[src/common/tsp_pkg.sv]
// Package for the TDM slot placement map block.
// Assumes a single sys_clk domain; register port is a simple byte port.
`default_nettype none
package tsp_pkg;
  // Register offsets
  localparam logic [7:0] REG_SLOT_OFS = 8'h23;
  localparam logic [7:0] REG_PL1_OFS = 8'h24;
  localparam logic [7:0] REG_PL2_OFS = 8'h25;
  localparam logic [7:0] REG_PL3_OFS = 8'h26;
  // Reset values
  localparam logic [7:0] SLOT_RST = 8'h00;
  localparam logic [7:0] PL1_RST = 8'h01;
  localparam logic [7:0] PL2_RST = 8'h21;
  localparam logic [7:0] PL3_RST = 8'h21;
  // Field positions
  localparam int SLOT_MSB = 4;
  localparam int WID_MSB = 5;
  localparam int WID_LSB = 4;
  localparam int SNS_MSB = 3;
  // Sense codes
  localparam logic [3:0] SNS_VOLT = 4'h0;
  localparam logic [3:0] SNS_CURR = 4'h1;
  localparam logic [3:0] SNS_SUPPLY = 4'h2;
  localparam logic [3:0] SNS_GAIN = 4'h3;
  localparam logic [3:0] SNS_ALT_VI = 4'h4;
  localparam logic [3:0] SNS_STATUS = 4'h5;
  localparam logic [3:0] SNS_MARKER = 4'h6;
  localparam logic [3:0] SNS_TEMP = 4'h7;
  localparam logic [3:0] SNS_BLANK = 4'h8;
  // Input width codes
  localparam logic [1:0] WID_24 = 2'h0;
  localparam logic [1:0] WID_16 = 2'h1;
  // Placement count and FIFO depth
  localparam int NUM_PLACE = 3;
  localparam int FIFO_DEPTH = 32;

  typedef struct packed {
    logic [1:0] input_width;
    logic [3:0] sense_select;
  } tsp_place_t;

  typedef struct packed {
    logic [15:0] voltage;
    logic [15:0] current;
    logic [7:0] supply;
    logic [7:0] gain;
    logic [7:0] status;
    logic [7:0] temp;
  } tsp_sense_t;

  typedef struct packed {
    logic [23:0] word;
    logic [1:0] place;
  } tsp_spk_t;
endpackage : tsp_pkg
`default_nettype wire

[src/tsp_slot_map.sv]
// TDM slot placement map: register file, slot position, serial output.
// Assumes bit clock and frame sync arrive as pins, sampled by sys_clk
// which must run well above the bit clock rate.
`default_nettype none
////////////////////////////////////////////////////////////////////////
// Overview of operation
// - Field bits 4..0 of the slot register pick chip slot n+1 of 32.
// - The slot field resets to zero, so chip slot one is used.
// - Input width code 00 is 24 bits, 01 is 16 bits, 1x is 8 ignored.
// - Placements one, two, three are left one, right one, left two.
// - Sense codes 0..4 pick voltage, current, supply, gain, alt V/I.
// - Sense codes 5..8 pick status, marker, temperature and blank.
// - Placement one resets to 24-bit input and current, reading 0x01.
// - Placements two and three reset to unused input and current, 0x21.
// - A three-bit code sets 16, 24, 32, 48 or 64 clocks per slot.
// - Idle output cycles are high impedance or low per drive bit.
module tsp_slot_map
  import tsp_pkg::*;
#(
  parameter int FIFO_W = 26,
  parameter int FIFO_D = tsp_pkg::FIFO_DEPTH
) (
  // Clock and reset
  input wire logic sys_clk,
  input wire logic reset,
  // Register port
  input wire logic [7:0] reg_addr,
  input wire logic [7:0] reg_wdata,
  input wire logic reg_wr,
  input wire logic reg_rd,
  output logic [7:0] reg_rdata,
  output logic reg_rvalid,
  // Settings held elsewhere
  input wire logic [2:0] clocks_per_chip_slot,
  input wire logic idle_cycle_drive,
  // Sense values
  input wire tsp_pkg::tsp_sense_t sense_in,
  input wire logic [7:0] limiter_gain_value,
  // Serial link pins
  input wire logic bit_clk,
  input wire logic frame_sync,
  input wire logic serial_data_in,
  output logic serial_data_out,
  output logic serial_data_out_oe,
  // Speaker words out
  output tsp_pkg::tsp_spk_t spk_data,
  output logic spk_valid,
  input wire logic spk_ready,
  output logic spk_overrun
);
  import tsp_pkg::*;

  ////////////////////////////////////////////////////////////////////
  // Width functions
  // input width
  function automatic logic [5:0] in_bits(input logic [1:0] code);
    case (code)
      WID_24: in_bits = 6'd24;
      WID_16: in_bits = 6'd16;
      default: in_bits = 6'd8;
    endcase
  endfunction : in_bits

  function automatic logic [5:0] sns_bits(input logic [3:0] code);
    case (code)
      SNS_VOLT, SNS_CURR, SNS_ALT_VI: sns_bits = 6'd16;
      default: sns_bits = 6'd8;
    endcase
  endfunction : sns_bits

  ////////////////////////////////////////////////////////////////////
  // Registers
  logic [4:0] slot_ff;
  tsp_place_t place_ff [NUM_PLACE];
  logic [7:0] reg_rdata_ff;
  logic reg_rvalid_ff;

  wire hit_slot = reg_addr == REG_SLOT_OFS;
  wire [NUM_PLACE-1:0] hit_pl;
  assign hit_pl[0] = reg_addr == REG_PL1_OFS;
  assign hit_pl[1] = reg_addr == REG_PL2_OFS;
  assign hit_pl[2] = reg_addr == REG_PL3_OFS;

  localparam logic [7:0] PL_RST [NUM_PLACE] = '{PL1_RST, PL2_RST, PL3_RST};

  always_ff @(posedge sys_clk) begin
    if (reset) begin
      slot_ff <= SLOT_RST[SLOT_MSB:0];
    end else if (reg_wr && hit_slot) begin
      slot_ff <= reg_wdata[SLOT_MSB:0];
    end
  end

  genvar gi;
  generate
    for (gi = 0; gi < NUM_PLACE; gi++) begin : g_place
      always_ff @(posedge sys_clk) begin
        if (reset) begin
          place_ff[gi] <= PL_RST[gi][WID_MSB:0];
        end else if (reg_wr && hit_pl[gi]) begin
          place_ff[gi] <= reg_wdata[WID_MSB:0];
        end
      end
    end
  endgenerate

  // Reserved bits read zero; unmapped reads zero
  wire [7:0] rd_mux =
    hit_slot ? {3'h0, slot_ff} :
    hit_pl[0] ? {2'h0, place_ff[0]} :
    hit_pl[1] ? {2'h0, place_ff[1]} :
    hit_pl[2] ? {2'h0, place_ff[2]} : 8'h00;

  always_ff @(posedge sys_clk) begin
    if (reset) begin
      reg_rdata_ff <= 8'h00;
      reg_rvalid_ff <= 1'b0;
    end else begin
      reg_rdata_ff <= reg_rd ? rd_mux : reg_rdata_ff;
      reg_rvalid_ff <= reg_rd;
    end
  end
  assign reg_rdata = reg_rdata_ff;
  assign reg_rvalid = reg_rvalid_ff;

  ////////////////////////////////////////////////////////////////////
  // Pin synchronisers
  logic [1:0] bclk_sync_ff;
  logic [1:0] fs_sync_ff;
  logic [1:0] din_sync_ff;
  logic bclk_last_ff;
  logic fs_last_ff;
  always_ff @(posedge sys_clk) begin
    if (reset) begin
      bclk_sync_ff <= 2'h0;
      fs_sync_ff <= 2'h0;
      din_sync_ff <= 2'h0;
      bclk_last_ff <= 1'b0;
      fs_last_ff <= 1'b0;
    end else begin
      bclk_sync_ff <= {bclk_sync_ff[0], bit_clk};
      fs_sync_ff <= {fs_sync_ff[0], frame_sync};
      din_sync_ff <= {din_sync_ff[0], serial_data_in};
      bclk_last_ff <= bclk_sync_ff[1];
      // Frame sync level as seen at the last bit clock rise
      fs_last_ff <= bclk_rise ? fs_sync_ff[1] : fs_last_ff;
    end
  end
  wire bclk_rise = bclk_sync_ff[1] && !bclk_last_ff;
  wire bclk_fall = !bclk_sync_ff[1] && bclk_last_ff;
  // A frame opens at the first rise that finds frame sync high; the
  // same test at a fall tells the driver that bit 0 comes next
  wire fs_start = fs_sync_ff[1] && !fs_last_ff;

  ////////////////////////////////////////////////////////////////////
  // Slot position
  // clocks per slot
  wire [6:0] slot_len =
    (clocks_per_chip_slot == 3'h0) ? 7'd16 :
    (clocks_per_chip_slot == 3'h1) ? 7'd24 :
    (clocks_per_chip_slot == 3'h3) ? 7'd48 :
    (clocks_per_chip_slot == 3'h4) ? 7'd64 : 7'd32;
  wire [11:0] slot_start = 12'(slot_ff) * 12'(slot_len);

  logic [11:0] bit_cnt_ff;
  logic in_frame_ff;
  // Position of the bit that this rise samples or this fall launches;
  // the counter lags one bit, so fall and rise agree on the position
  wire [11:0] bit_pos = fs_start ? 12'h000 : bit_cnt_ff + 12'h001;
  wire framed = in_frame_ff || fs_start;
  always_ff @(posedge sys_clk) begin
    if (reset) begin
      bit_cnt_ff <= 12'h000;
      in_frame_ff <= 1'b0;
    end else if (bclk_rise) begin
      bit_cnt_ff <= bit_pos;
      in_frame_ff <= framed;
    end
  end
  wire [11:0] rel = bit_pos - slot_start;
  wire in_slot = framed && (bit_pos >= slot_start) &&
                 (rel < 12'(slot_len));

  wire [6:0] in_end0 = 7'(in_bits(place_ff[0].input_width));
  wire [6:0] in_end1 = in_end0 + 7'(in_bits(place_ff[1].input_width));
  wire [6:0] in_end2 = in_end1 + 7'(in_bits(place_ff[2].input_width));
  wire [6:0] sn_end0 = 7'(sns_bits(place_ff[0].sense_select));
  wire [6:0] sn_end1 = sn_end0 + 7'(sns_bits(place_ff[1].sense_select));
  wire [6:0] sn_end2 = sn_end1 + 7'(sns_bits(place_ff[2].sense_select));
  wire [6:0] r7 = rel[6:0];

  wire [1:0] in_pl = (r7 < in_end0) ? 2'd0 : (r7 < in_end1) ? 2'd1 :
                     (r7 < in_end2) ? 2'd2 : 2'd3;
  wire [1:0] sn_pl = (r7 < sn_end0) ? 2'd0 : (r7 < sn_end1) ? 2'd1 :
                     (r7 < sn_end2) ? 2'd2 : 2'd3;
  // Code 3 lies past the last placement; clamp it to keep reads in range
  wire [1:0] in_sel = (in_pl == 2'd3) ? 2'd2 : in_pl;
  wire [1:0] sn_sel = (sn_pl == 2'd3) ? 2'd2 : sn_pl;
  wire [6:0] sn_base = (sn_pl == 2'd0) ? 7'd0 :
                       (sn_pl == 2'd1) ? sn_end0 : sn_end1;
  wire in_last = in_slot && (in_pl != 2'd3) &&
                 (r7 == (in_pl == 2'd0 ? in_end0 :
                         in_pl == 2'd1 ? in_end1 : in_end2) - 7'd1);

  ////////////////////////////////////////////////////////////////////
  // Speaker word capture
  logic [23:0] shift_ff;
  tsp_spk_t push_data_ff;
  logic push_ff;
  logic overrun_ff;
  wire fifo_in_ready;
  wire [1:0] cur_wid = place_ff[in_sel].input_width;
  always_ff @(posedge sys_clk) begin
    if (reset) begin
      shift_ff <= 24'h000000;
      push_ff <= 1'b0;
      push_data_ff <= '0;
      overrun_ff <= 1'b0;
    end else begin
      push_ff <= 1'b0;
      if (bclk_rise && in_slot && in_pl != 2'd3) begin
        // Shifts through unused bits too; they are simply never pushed
        shift_ff <= {shift_ff[22:0], din_sync_ff[1]};
        if (in_last && !cur_wid[1]) begin
          push_ff <= 1'b1;
          push_data_ff.place <= in_pl;
          push_data_ff.word <= (cur_wid == WID_16) ?
            {shift_ff[14:0], din_sync_ff[1], 8'h00} :
            {shift_ff[22:0], din_sync_ff[1]};
        end
      end
      // Sticky until reset: software must learn that a word went missing
      if (push_ff && !fifo_in_ready) begin
        overrun_ff <= 1'b1;
      end
    end
  end
  assign spk_overrun = overrun_ff;

  tsp_fifo #(.WIDTH(FIFO_W), .DEPTH(FIFO_D)) u_fifo (
    .sys_clk(sys_clk),
    .reset(reset),
    .in_data(push_data_ff),
    .in_valid(push_ff),
    .in_ready(fifo_in_ready),
    .out_data(spk_data),
    .out_valid(spk_valid),
    .out_ready(spk_ready)
  );

  ////////////////////////////////////////////////////////////////////
  // Sense output
  logic alt_ff;
  always_ff @(posedge sys_clk) begin
    if (reset) begin
      alt_ff <= 1'b0;
    end else if (bclk_rise && fs_start) begin
      alt_ff <= !alt_ff;
    end
  end

  wire [3:0] cur_sns = place_ff[sn_sel].sense_select;
  wire [15:0] sns_word =
    (cur_sns == SNS_VOLT) ? sense_in.voltage :
    (cur_sns == SNS_CURR) ? sense_in.current :
    (cur_sns == SNS_SUPPLY) ? {sense_in.supply, 8'h00} :
    (cur_sns == SNS_GAIN) ? {limiter_gain_value, 8'h00} :
    (cur_sns == SNS_ALT_VI) ?
      (alt_ff ? sense_in.current : sense_in.voltage) :
    (cur_sns == SNS_STATUS) ? {sense_in.status, 8'h00} :
    (cur_sns == SNS_MARKER) ? {alt_ff, sense_in.status[6:0], 8'h00} :
    (cur_sns == SNS_TEMP) ? {sense_in.temp, 8'h00} : 16'h0000;
  wire [6:0] sn_idx = r7 - sn_base;
  wire sn_active = in_slot && (sn_pl != 2'd3);
  wire sn_bit = sns_word[4'(7'd15 - sn_idx)];

  logic sdo_ff;
  logic sdo_oe_ff;
  always_ff @(posedge sys_clk) begin
    if (reset) begin
      sdo_ff <= 1'b0;
      sdo_oe_ff <= 1'b0;
    end else if (bclk_fall) begin
      // Launched on the fall so the host's rise finds it settled
      sdo_ff <= sn_active ? sn_bit : 1'b0;
      sdo_oe_ff <= sn_active || idle_cycle_drive;
    end
  end
  assign serial_data_out = sdo_ff;
  assign serial_data_out_oe = sdo_oe_ff;
endmodule : tsp_slot_map
`default_nettype wire

[src/tsp_fifo.sv]
// Synchronous FIFO with valid/ready on both sides.
// Assumes one clock and a synchronous active-high reset.
`default_nettype none
module tsp_fifo #(
  parameter int WIDTH = 26,
  parameter int DEPTH = 32
) (
  // Clock and reset
  input wire logic sys_clk,
  input wire logic reset,
  // Write side
  input wire logic [WIDTH-1:0] in_data,
  input wire logic in_valid,
  output logic in_ready,
  // Read side
  output logic [WIDTH-1:0] out_data,
  output logic out_valid,
  input wire logic out_ready
);
  localparam int AW = $clog2(DEPTH);
  logic [WIDTH-1:0] mem [DEPTH];
  logic [AW:0] wr_ptr_ff;
  logic [AW:0] rd_ptr_ff;
  wire full = (wr_ptr_ff[AW] != rd_ptr_ff[AW]) &&
              (wr_ptr_ff[AW-1:0] == rd_ptr_ff[AW-1:0]);
  wire empty = (wr_ptr_ff == rd_ptr_ff);
  wire do_wr = in_valid && !full;
  wire do_rd = out_ready && !empty;
  assign in_ready = !full;
  assign out_valid = !empty;
  assign out_data = mem[rd_ptr_ff[AW-1:0]];

  always_ff @(posedge sys_clk) begin
    if (do_wr) begin
      mem[wr_ptr_ff[AW-1:0]] <= in_data;
    end
  end

  always_ff @(posedge sys_clk) begin
    if (reset) begin
      wr_ptr_ff <= '0;
      rd_ptr_ff <= '0;
    end else begin
      wr_ptr_ff <= wr_ptr_ff + (AW+1)'(do_wr);
      rd_ptr_ff <= rd_ptr_ff + (AW+1)'(do_rd);
    end
  end
endmodule : tsp_fifo
`default_nettype wire

[config.mk]
export PLATFORM = sky130hd
export DESIGN_NAME = tsp_slot_map
export DESIGN_NICKNAME = d
export VERILOG_FILES = /design/src/common/tsp_pkg.sv /design/src/tsp_slot_map.sv /design/src/tsp_fifo.sv
export SDC_FILE = /design/constraint.sdc
export NUM_CORES = 1
export LEC_CHECK = 0
export BUFFER_PORTS_ARGS = -buffer_cell sky130_fd_sc_hd__buf_2
export CORE_ASPECT_RATIO = 0.75
export CORE_MARGIN = 2
export CORE_UTILIZATION = 60
export DETAILED_ROUTE_END_ITERATION = 10
export PLACE_DENSITY = 0.88
export SYNTH_ARGS = -nofsm -noshare
export SYNTH_HDL_FRONTEND = slang
export SYNTH_SLANG_ARGS = --single-unit
[constraint.sdc]
create_clock -name sys_clk -period 10.2 [get_ports sys_clk]
set_input_delay 1.53 -clock sys_clk [delete_from_list [all_inputs] [get_ports sys_clk]]
set_output_delay 1.53 -clock sys_clk [all_outputs]
set_load 0.02 [all_outputs]
# == Word-level counts from Yosys, hierarchy flattened ==
# Memory sizes are Yosys's and may differ from the RTL's. A register that Yosys moved wholly into a read port is not among the register bits.
# Index checks and enable logic that the tools add are counted.
# classes
addsub,11
mul,1
magnitude_cmp,9
eq_ne,34
n_mux,58
bitwise,4
n_reduce_logical,44
# op_table
operator,count
16-bit 2-to-1 mux,9
6-bit 2-to-1 mux,7
7-bit 2-to-1 mux,6
8-bit by 6-bit == test with 1-bit output (second input constant),4
5-bit one-hot mux with 2 select lines,3
4-bit by 3-bit == test with 1-bit output (second input constant),7
24-bit 2-to-1 mux,1
7-bit less-than comparator,3
1-bit logical AND,20
5-bit 2-to-1 mux,4
1-bit 2-to-1 mux,18
4-bit by 1-bit == test with 1-bit output (second input constant),4
4-bit logical NOT,4
7-bit by 5-bit less-than comparator with 1-bit output,2
12-bit by 1-bit adder with 12-bit output (second input constant),1
6-bit by 1-bit adder with 6-bit output,2
2-bit by 1-bit == test with 1-bit output (second input constant),6
12-bit greater-or-equal comparator,1
12-bit by 7-bit less-than comparator with 1-bit output,1
5-bit by 7-bit multiplier with 12-bit output,1
12-bit 2-to-1 mux,1
2-bit 2-to-1 mux,6
12-bit subtractor,1
2-bit logical NOT,5
other kinds (29),44
# totals
ff_bits,101
ramBits,850
input_bits,100
output_inout_bits,39
elab_cells,183
memories,2
# mem_list
name,words,width,rd,rd_clocked_by_memory_dff,wr,line,text
u_fifo.mem,32,26,1,1,1,tsp_fifo.sv:21,logic [WIDTH-1:0] mem [DEPTH];
place_ff,3,6,5,0,3,tsp_slot_map.sv:74,tsp_place_t place_ff [NUM_PLACE];

# == Longest topological paths before layout ==
# An unclocked memory read counts as a cell.
# logic_depth
word_depth,26
ltp_mapped,25
depth_no_buf,24

# == By module ==
# A second synthesis with hierarchy kept.
# unflattened
cells_unflattened,2355
area_unflattened_um2,39899.5
# modules_own_cells
module,n_inst,cells_per_inst,area_per_inst_um2,seq_area_each_um2
tsp_fifo,1,1492,32368.5,25224.2
tsp_slot_map,1,863,7531.0,2282.2

# == Least setup slack after synthesis ==
# No wires, ideal clock.
# synth_path
path_type,input port to flip-flop
start,input clocks_per_chip_slot[0]
end,register push_data_ff[0] (netlist bit)
setup_time_ps,128
arrival_time_ps,6775
required_time_ps,10072
slack_ps,3297
path_stages,24
path_buffers,2
path_cell_list,inv_1 nor3_1 and2_1 ha_1 ha_1 fa_1 inv_1 fa_1 ha_1 or3_1 nand2_1 inv_2 a2111oi_4 buf_4 nand2_1 o21ai_0 inv_1 ha_1 xnor2_1 or4_4 nor3b_4 buf_2 mux2i_1 nor2_1
# synth_via
elab_chain_len,19
word_cells_on_any_way,37
cone_classes,add/sub: 2; mul: 1; order compare: 5; eq/ne: 7; mux: 10; reduce/logical: 11; memory: 1
# synth_lines
item,line,text
start: declaration,tsp_slot_map.sv:34,"input wire logic [2:0] clocks_per_chip_slot,"
3-bit == test,tsp_slot_map.sv:162,(clocks_per_chip_slot == 3'h4) ? 7'd64 : 7'd32;
7-bit 2-to-1 mux,tsp_slot_map.sv:162,
7-bit 2-to-1 mux,tsp_slot_map.sv:161,(clocks_per_chip_slot == 3'h3) ? 7'd48 :
7-bit 2-to-1 mux,tsp_slot_map.sv:160,(clocks_per_chip_slot == 3'h1) ? 7'd24 :
7-bit 2-to-1 mux *,tsp_slot_map.sv:159,(clocks_per_chip_slot == 3'h0) ? 7'd16 :
5-bit by 7-bit multiplier with 12-bit output,tsp_slot_map.sv:163,wire [11:0] slot_start = 12'(slot_ff) * 12'(slot_len);
12-bit subtractor,tsp_slot_map.sv:180,wire [11:0] rel = bit_pos - slot_start;
7-bit less-than comparator,tsp_slot_map.sv:193,(r7 < in_end2) ? 2'd2 : 2'd3;
[... 3 more ...],n/a,
2-bit by 1-bit == test with 1-bit output,tsp_slot_map.sv:203,in_pl == 2'd1 ? in_end1 : in_end2) - 7'd1);
7-bit 2-to-1 mux,tsp_slot_map.sv:203,
7-bit 2-to-1 mux,tsp_slot_map.sv:202,(r7 == (in_pl == 2'd0 ? in_end0 :
7-bit by 1-bit subtractor with 7-bit output,tsp_slot_map.sv:203,
7-bit == test,tsp_slot_map.sv:202,
1-bit logical AND,tsp_slot_map.sv:201,wire in_last = in_slot && (in_pl != 2'd3) &&
1-bit logical AND,tsp_slot_map.sv:224,if (in_last && !cur_wid[1]) begin
2-bit AND reduction (no line),n/a,
end: declaration,tsp_slot_map.sv:208,tsp_spk_t push_data_ff;
# Mark *: on every way between the ends. The rest lies on a longest branch, timed or not.
# A chain may end at the register's enable or synchronous reset.

# == Worst setup path in the final report ==
# layout_path
start,input clocks_per_chip_slot[0]
end,register push_data_ff[10] (netlist bit)
# The elaborated chain is that of the path after synthesis.

==> flow_summary_export.csv <==
group,metric,value,unit
yosys,synthFlopType,"edfxtp_1",
clock_network,numClockSinks,949,
global_routing,track_usage,31.67,%
setup_path,startpoint,"clocks_per_chip_slot[0]",
placed_design,hpwl,55140,µm
detailed_routing,drc,0,
floorplan,die_h,225.9,µm
worst_hold_path,min-delay-start,"bclk_sync_ff[0]",
finish,final_common_cell,"edfxtp_1",
clock_network,path_clk_slew,0.07,ns
power,leakagePower,13.21,nW
power,max-vdd-ir-drop,0.1390,mV
clock_network,cts_made_buffers,85,
yosys,ys_seq_elements,949,
global_routing,antenna_found_initial,3,
yosys,yosys_warnings,0,
floorplan,row_count,81,
yosys,synth_xor_xnor_area_share,0.8003,%
setup_path,path_max_fanout,49,
setup_path,crit_arrival,8.55,ns
clock_network,clk_latency,0.65,ns
yosys,synth_compound_area_share,3.989,%
yosys,ys_seq_area_share,69.82,%
yosys,synthTopCellsByArea,"edfxtp_1, mux4_2, dfxtp_1",
yosys,synthMuxAreaShare,17.11,%
sta,final-hold-violation-count,0,
finish,fin_cells,3227,
sta,fin_crit,8.027,ns
finish,layout_common_cells,"edfxtp_1, mux4_2, buf_2",
setup_path,path_cells,"buf_2 -> inv_1 -> nor3_1 -> and2_1 -> ha_1 -> ha_1 -> fa_1 -> inv_1 -> fa_1 -> ha_1 -> or3_1 -> nand2_1 -> inv_2 -> a2111oi_4 -> o21ai_0 -> inv_1 -> ha_1 -> xnor2_1 -> or4_4 -> nor3b_4 -> buf_4 -> nor2_1 -> a211oi_1",
worst_hold_path,hp-class,"flop to flop",
yosys,syn-instance-count,2137,
yosys,netlist.area_leader.share,64.79,%
floorplan,core_region_area,65060,µm²
clock_network,cts_hold_buf,0,
yosys,synth.distinct_cells,75,
detailed_routing,first_iter_violations,3630,
setup_path,cp_num_buf_inv,6,
power,power_density,171.3,nW/µm²
sta,timing.final.crit_share,78.70,%
setup_path,path_common_cell,"ha_1",
setup_path,required,10.72,ns
clock_network,clockBufferDepth,3,
floorplan,start_util,60.55,%
yosys,synth_fa_ha_area_share,2.014,%
global_routing,grt_max_degree,114,
finish,final_layout_size_suffix_gt1_share,27.77,%
detailed_routing,via_per_inst,7.023,
setup_path,critPathMaxStageDelay,0.68,ns
yosys,synth_top_area_cell,"edfxtp_1",
placed_design,place_inst,3069,
detailed_routing,first_pass_iters,6,
floorplan,io_pins,139,
setup_path,critical_path_class,"input port to flop",
sta,worst_pin_slew,1.201,ns
finish,seqCellArea,27520,µm²
clock_network,cts_max_level,3,
clock_network,cts_resized,0,
yosys,yosys.area_share.simple,4.735,%
setup_path,critical-path-top-delay-family,"simple AND/OR/NAND/NOR gates",
clock_network,clockRootBuffer,"clkbuf_16",
detailed_routing,wl,105600,µm
global_routing,grt_pass1_wl,152800,µm
clock_network,postCtsSetupBuffers,0,
setup_path,critPathSlowestCell,"a2111oi_4",
yosys,synth_top_family_by_area,"multiplexers",
detailed_routing,detailroute.via_count,22660,
yosys,ys_async_sr_fraction,0,%
yosys,synth_edf_count,850,
setup_path,cp-end-kind,"flop",
job,maxCapViolCount,0,
clock_network,cts_tree,"done",
sta,clock_skew,0.01874,ns
sta,worst_slack,2.173,ns
sta,relSlewSlack,19.82,%
setup_path,r2r-start,"slot_ff[3]",
setup_path,critPathLaunchType,"input port",
yosys,netlist_area,39400,µm²
global_routing,first_global_vias,22630,
floorplan,die_area,67750,µm²
finish,multi_input_area,11540,µm²
finish,area_delta_synth_final,11.69,%
sta,slew_viol_final,0,
status,run_status,"finished clean",
finish,fin_nets,2443,
sta,setup-tns-final,0,ns
sta,rsz0062_at_grt,"no",
placed_design,dp_slack,1.956,ns
floorplan,chipWidth,299.9,µm
sta,fmax,124.6,MHz
detailed_routing,postRouteAntennaNets,0,
detailed_routing,wire_per_inst,32.73,µm
finish,fillers,3909,
global_routing,grt-ovfl-total,0,
placed_design,portBuffers,126,
yosys,syn_area_per_cell,18.44,µm²
sta,hold_slack,0.4441,ns
placed_design,place.gp.congestion,0.9057,
sta,setup_viol,0,
power breakdown:
group / internal, W / leakage [nW] / total, W / switching (W)
clock network: 0.00176 / 1.34 / 0.00319 / 0.00143
logic: 0.0000623 / 4.23 / 0.000164 / 0.000102
registers: 0.00417 / 7.64 / 0.00418 / 0.00000710
metal layers:
layer | wire, µm | GRT usage [%] | vias to the layer above
met2 | 50380 | 50.16 | 1918
met3 | 13280 | 8.100 | 353
met5 | 27 | 0 | -
met4 | 4385 | 11.81 | 4
met1 | 37550 | 43.06 | 11490
li1 | - | - | 8900
layout make-up:
type,count,area share [%]
Sequential cell,949,62.54
Clock buffer,114,5.343
Inverter,33,0.2872
Timing Repair Buffer,173,2.269
Clock inverter,43,0.8530
Tap cell,871,2.477
Antenna cell,1,0.005687
Multi-Input combinational cell,1043,26.22
sequential cells by signal, indices dropped and copies added, names as in the netlist, 2 cells and up:
signal            count
u_fifo.mem          832
shift_ff             23
u_fifo.wr_ptr_ff      6
fs_sync_ff            2
place_ff             18
u_fifo.rd_ptr_ff      6
reg_rdata             6
din_sync_ff           2
push_data_ff         26
bclk_sync_ff          2
slot_ff               5
bit_cnt_ff           12
logic make-up after synthesis:
kind of cell | after synthesis
flip-flops | 949
AO/OA/AOI/OAI | 218
XOR/XNOR | 36
AND/OR/NAND/NOR | 384
multiplexers | 345
adder cells (fa/ha/maj) | 58
other | 1
buffers and inverters | 146
synth_stat cells (5+ instances only):
cell type,number
nor2b_1,22
a31oi_1,7
mux2i_1,56
o221ai_1,5
nand3b_1,14
o21a_1,6
xor2_1,20
mux4_2,260
inv_1,31
nor2_1,123
a21oi_1,59
dfxtp_1,99
xnor2_1,16
nand2_1,100
nor3_1,12
mux2_2,29
a21o_1,16
buf_2,8
fa_1,9
or3_1,12
edfxtp_1,850
buf_1,25
ha_1,49
o211ai_1,9
and2_1,28
o21ai_0,30
nand2b_1,25
nand3_1,22
a211oi_2,11
a211oi_1,23
buf_4,10
clkbuf_1,70
a22o_1,6
final timing paths:
kind / end / slack, ns / depth (start not counted)
hold reg to reg: bclk_sync_ff[1] / 0.44 / 1
hold / removal: bclk_sync_ff[1] / 0.44 / 1
setup / recovery: push_data_ff[10] / 2.17 / 23
setup reg to reg: push_data_ff[10] / 3.29 / 20
stage by stage:
step | cell area, µm² | utilization, % | total power (W)
after floorplan | 39400 | - | 0.004371
after global placement | 41270 | 63.43 | 0.004414
after detailed placement | 41270 | 63.43 | 0.004421
after CTS | 44000 | 67.62 | 0.007538
after global routing | 44000 | 67.62 | 0.007682
final | 44000 | 67.63 | 0.007538
Power figures use the tool's default switching activity.
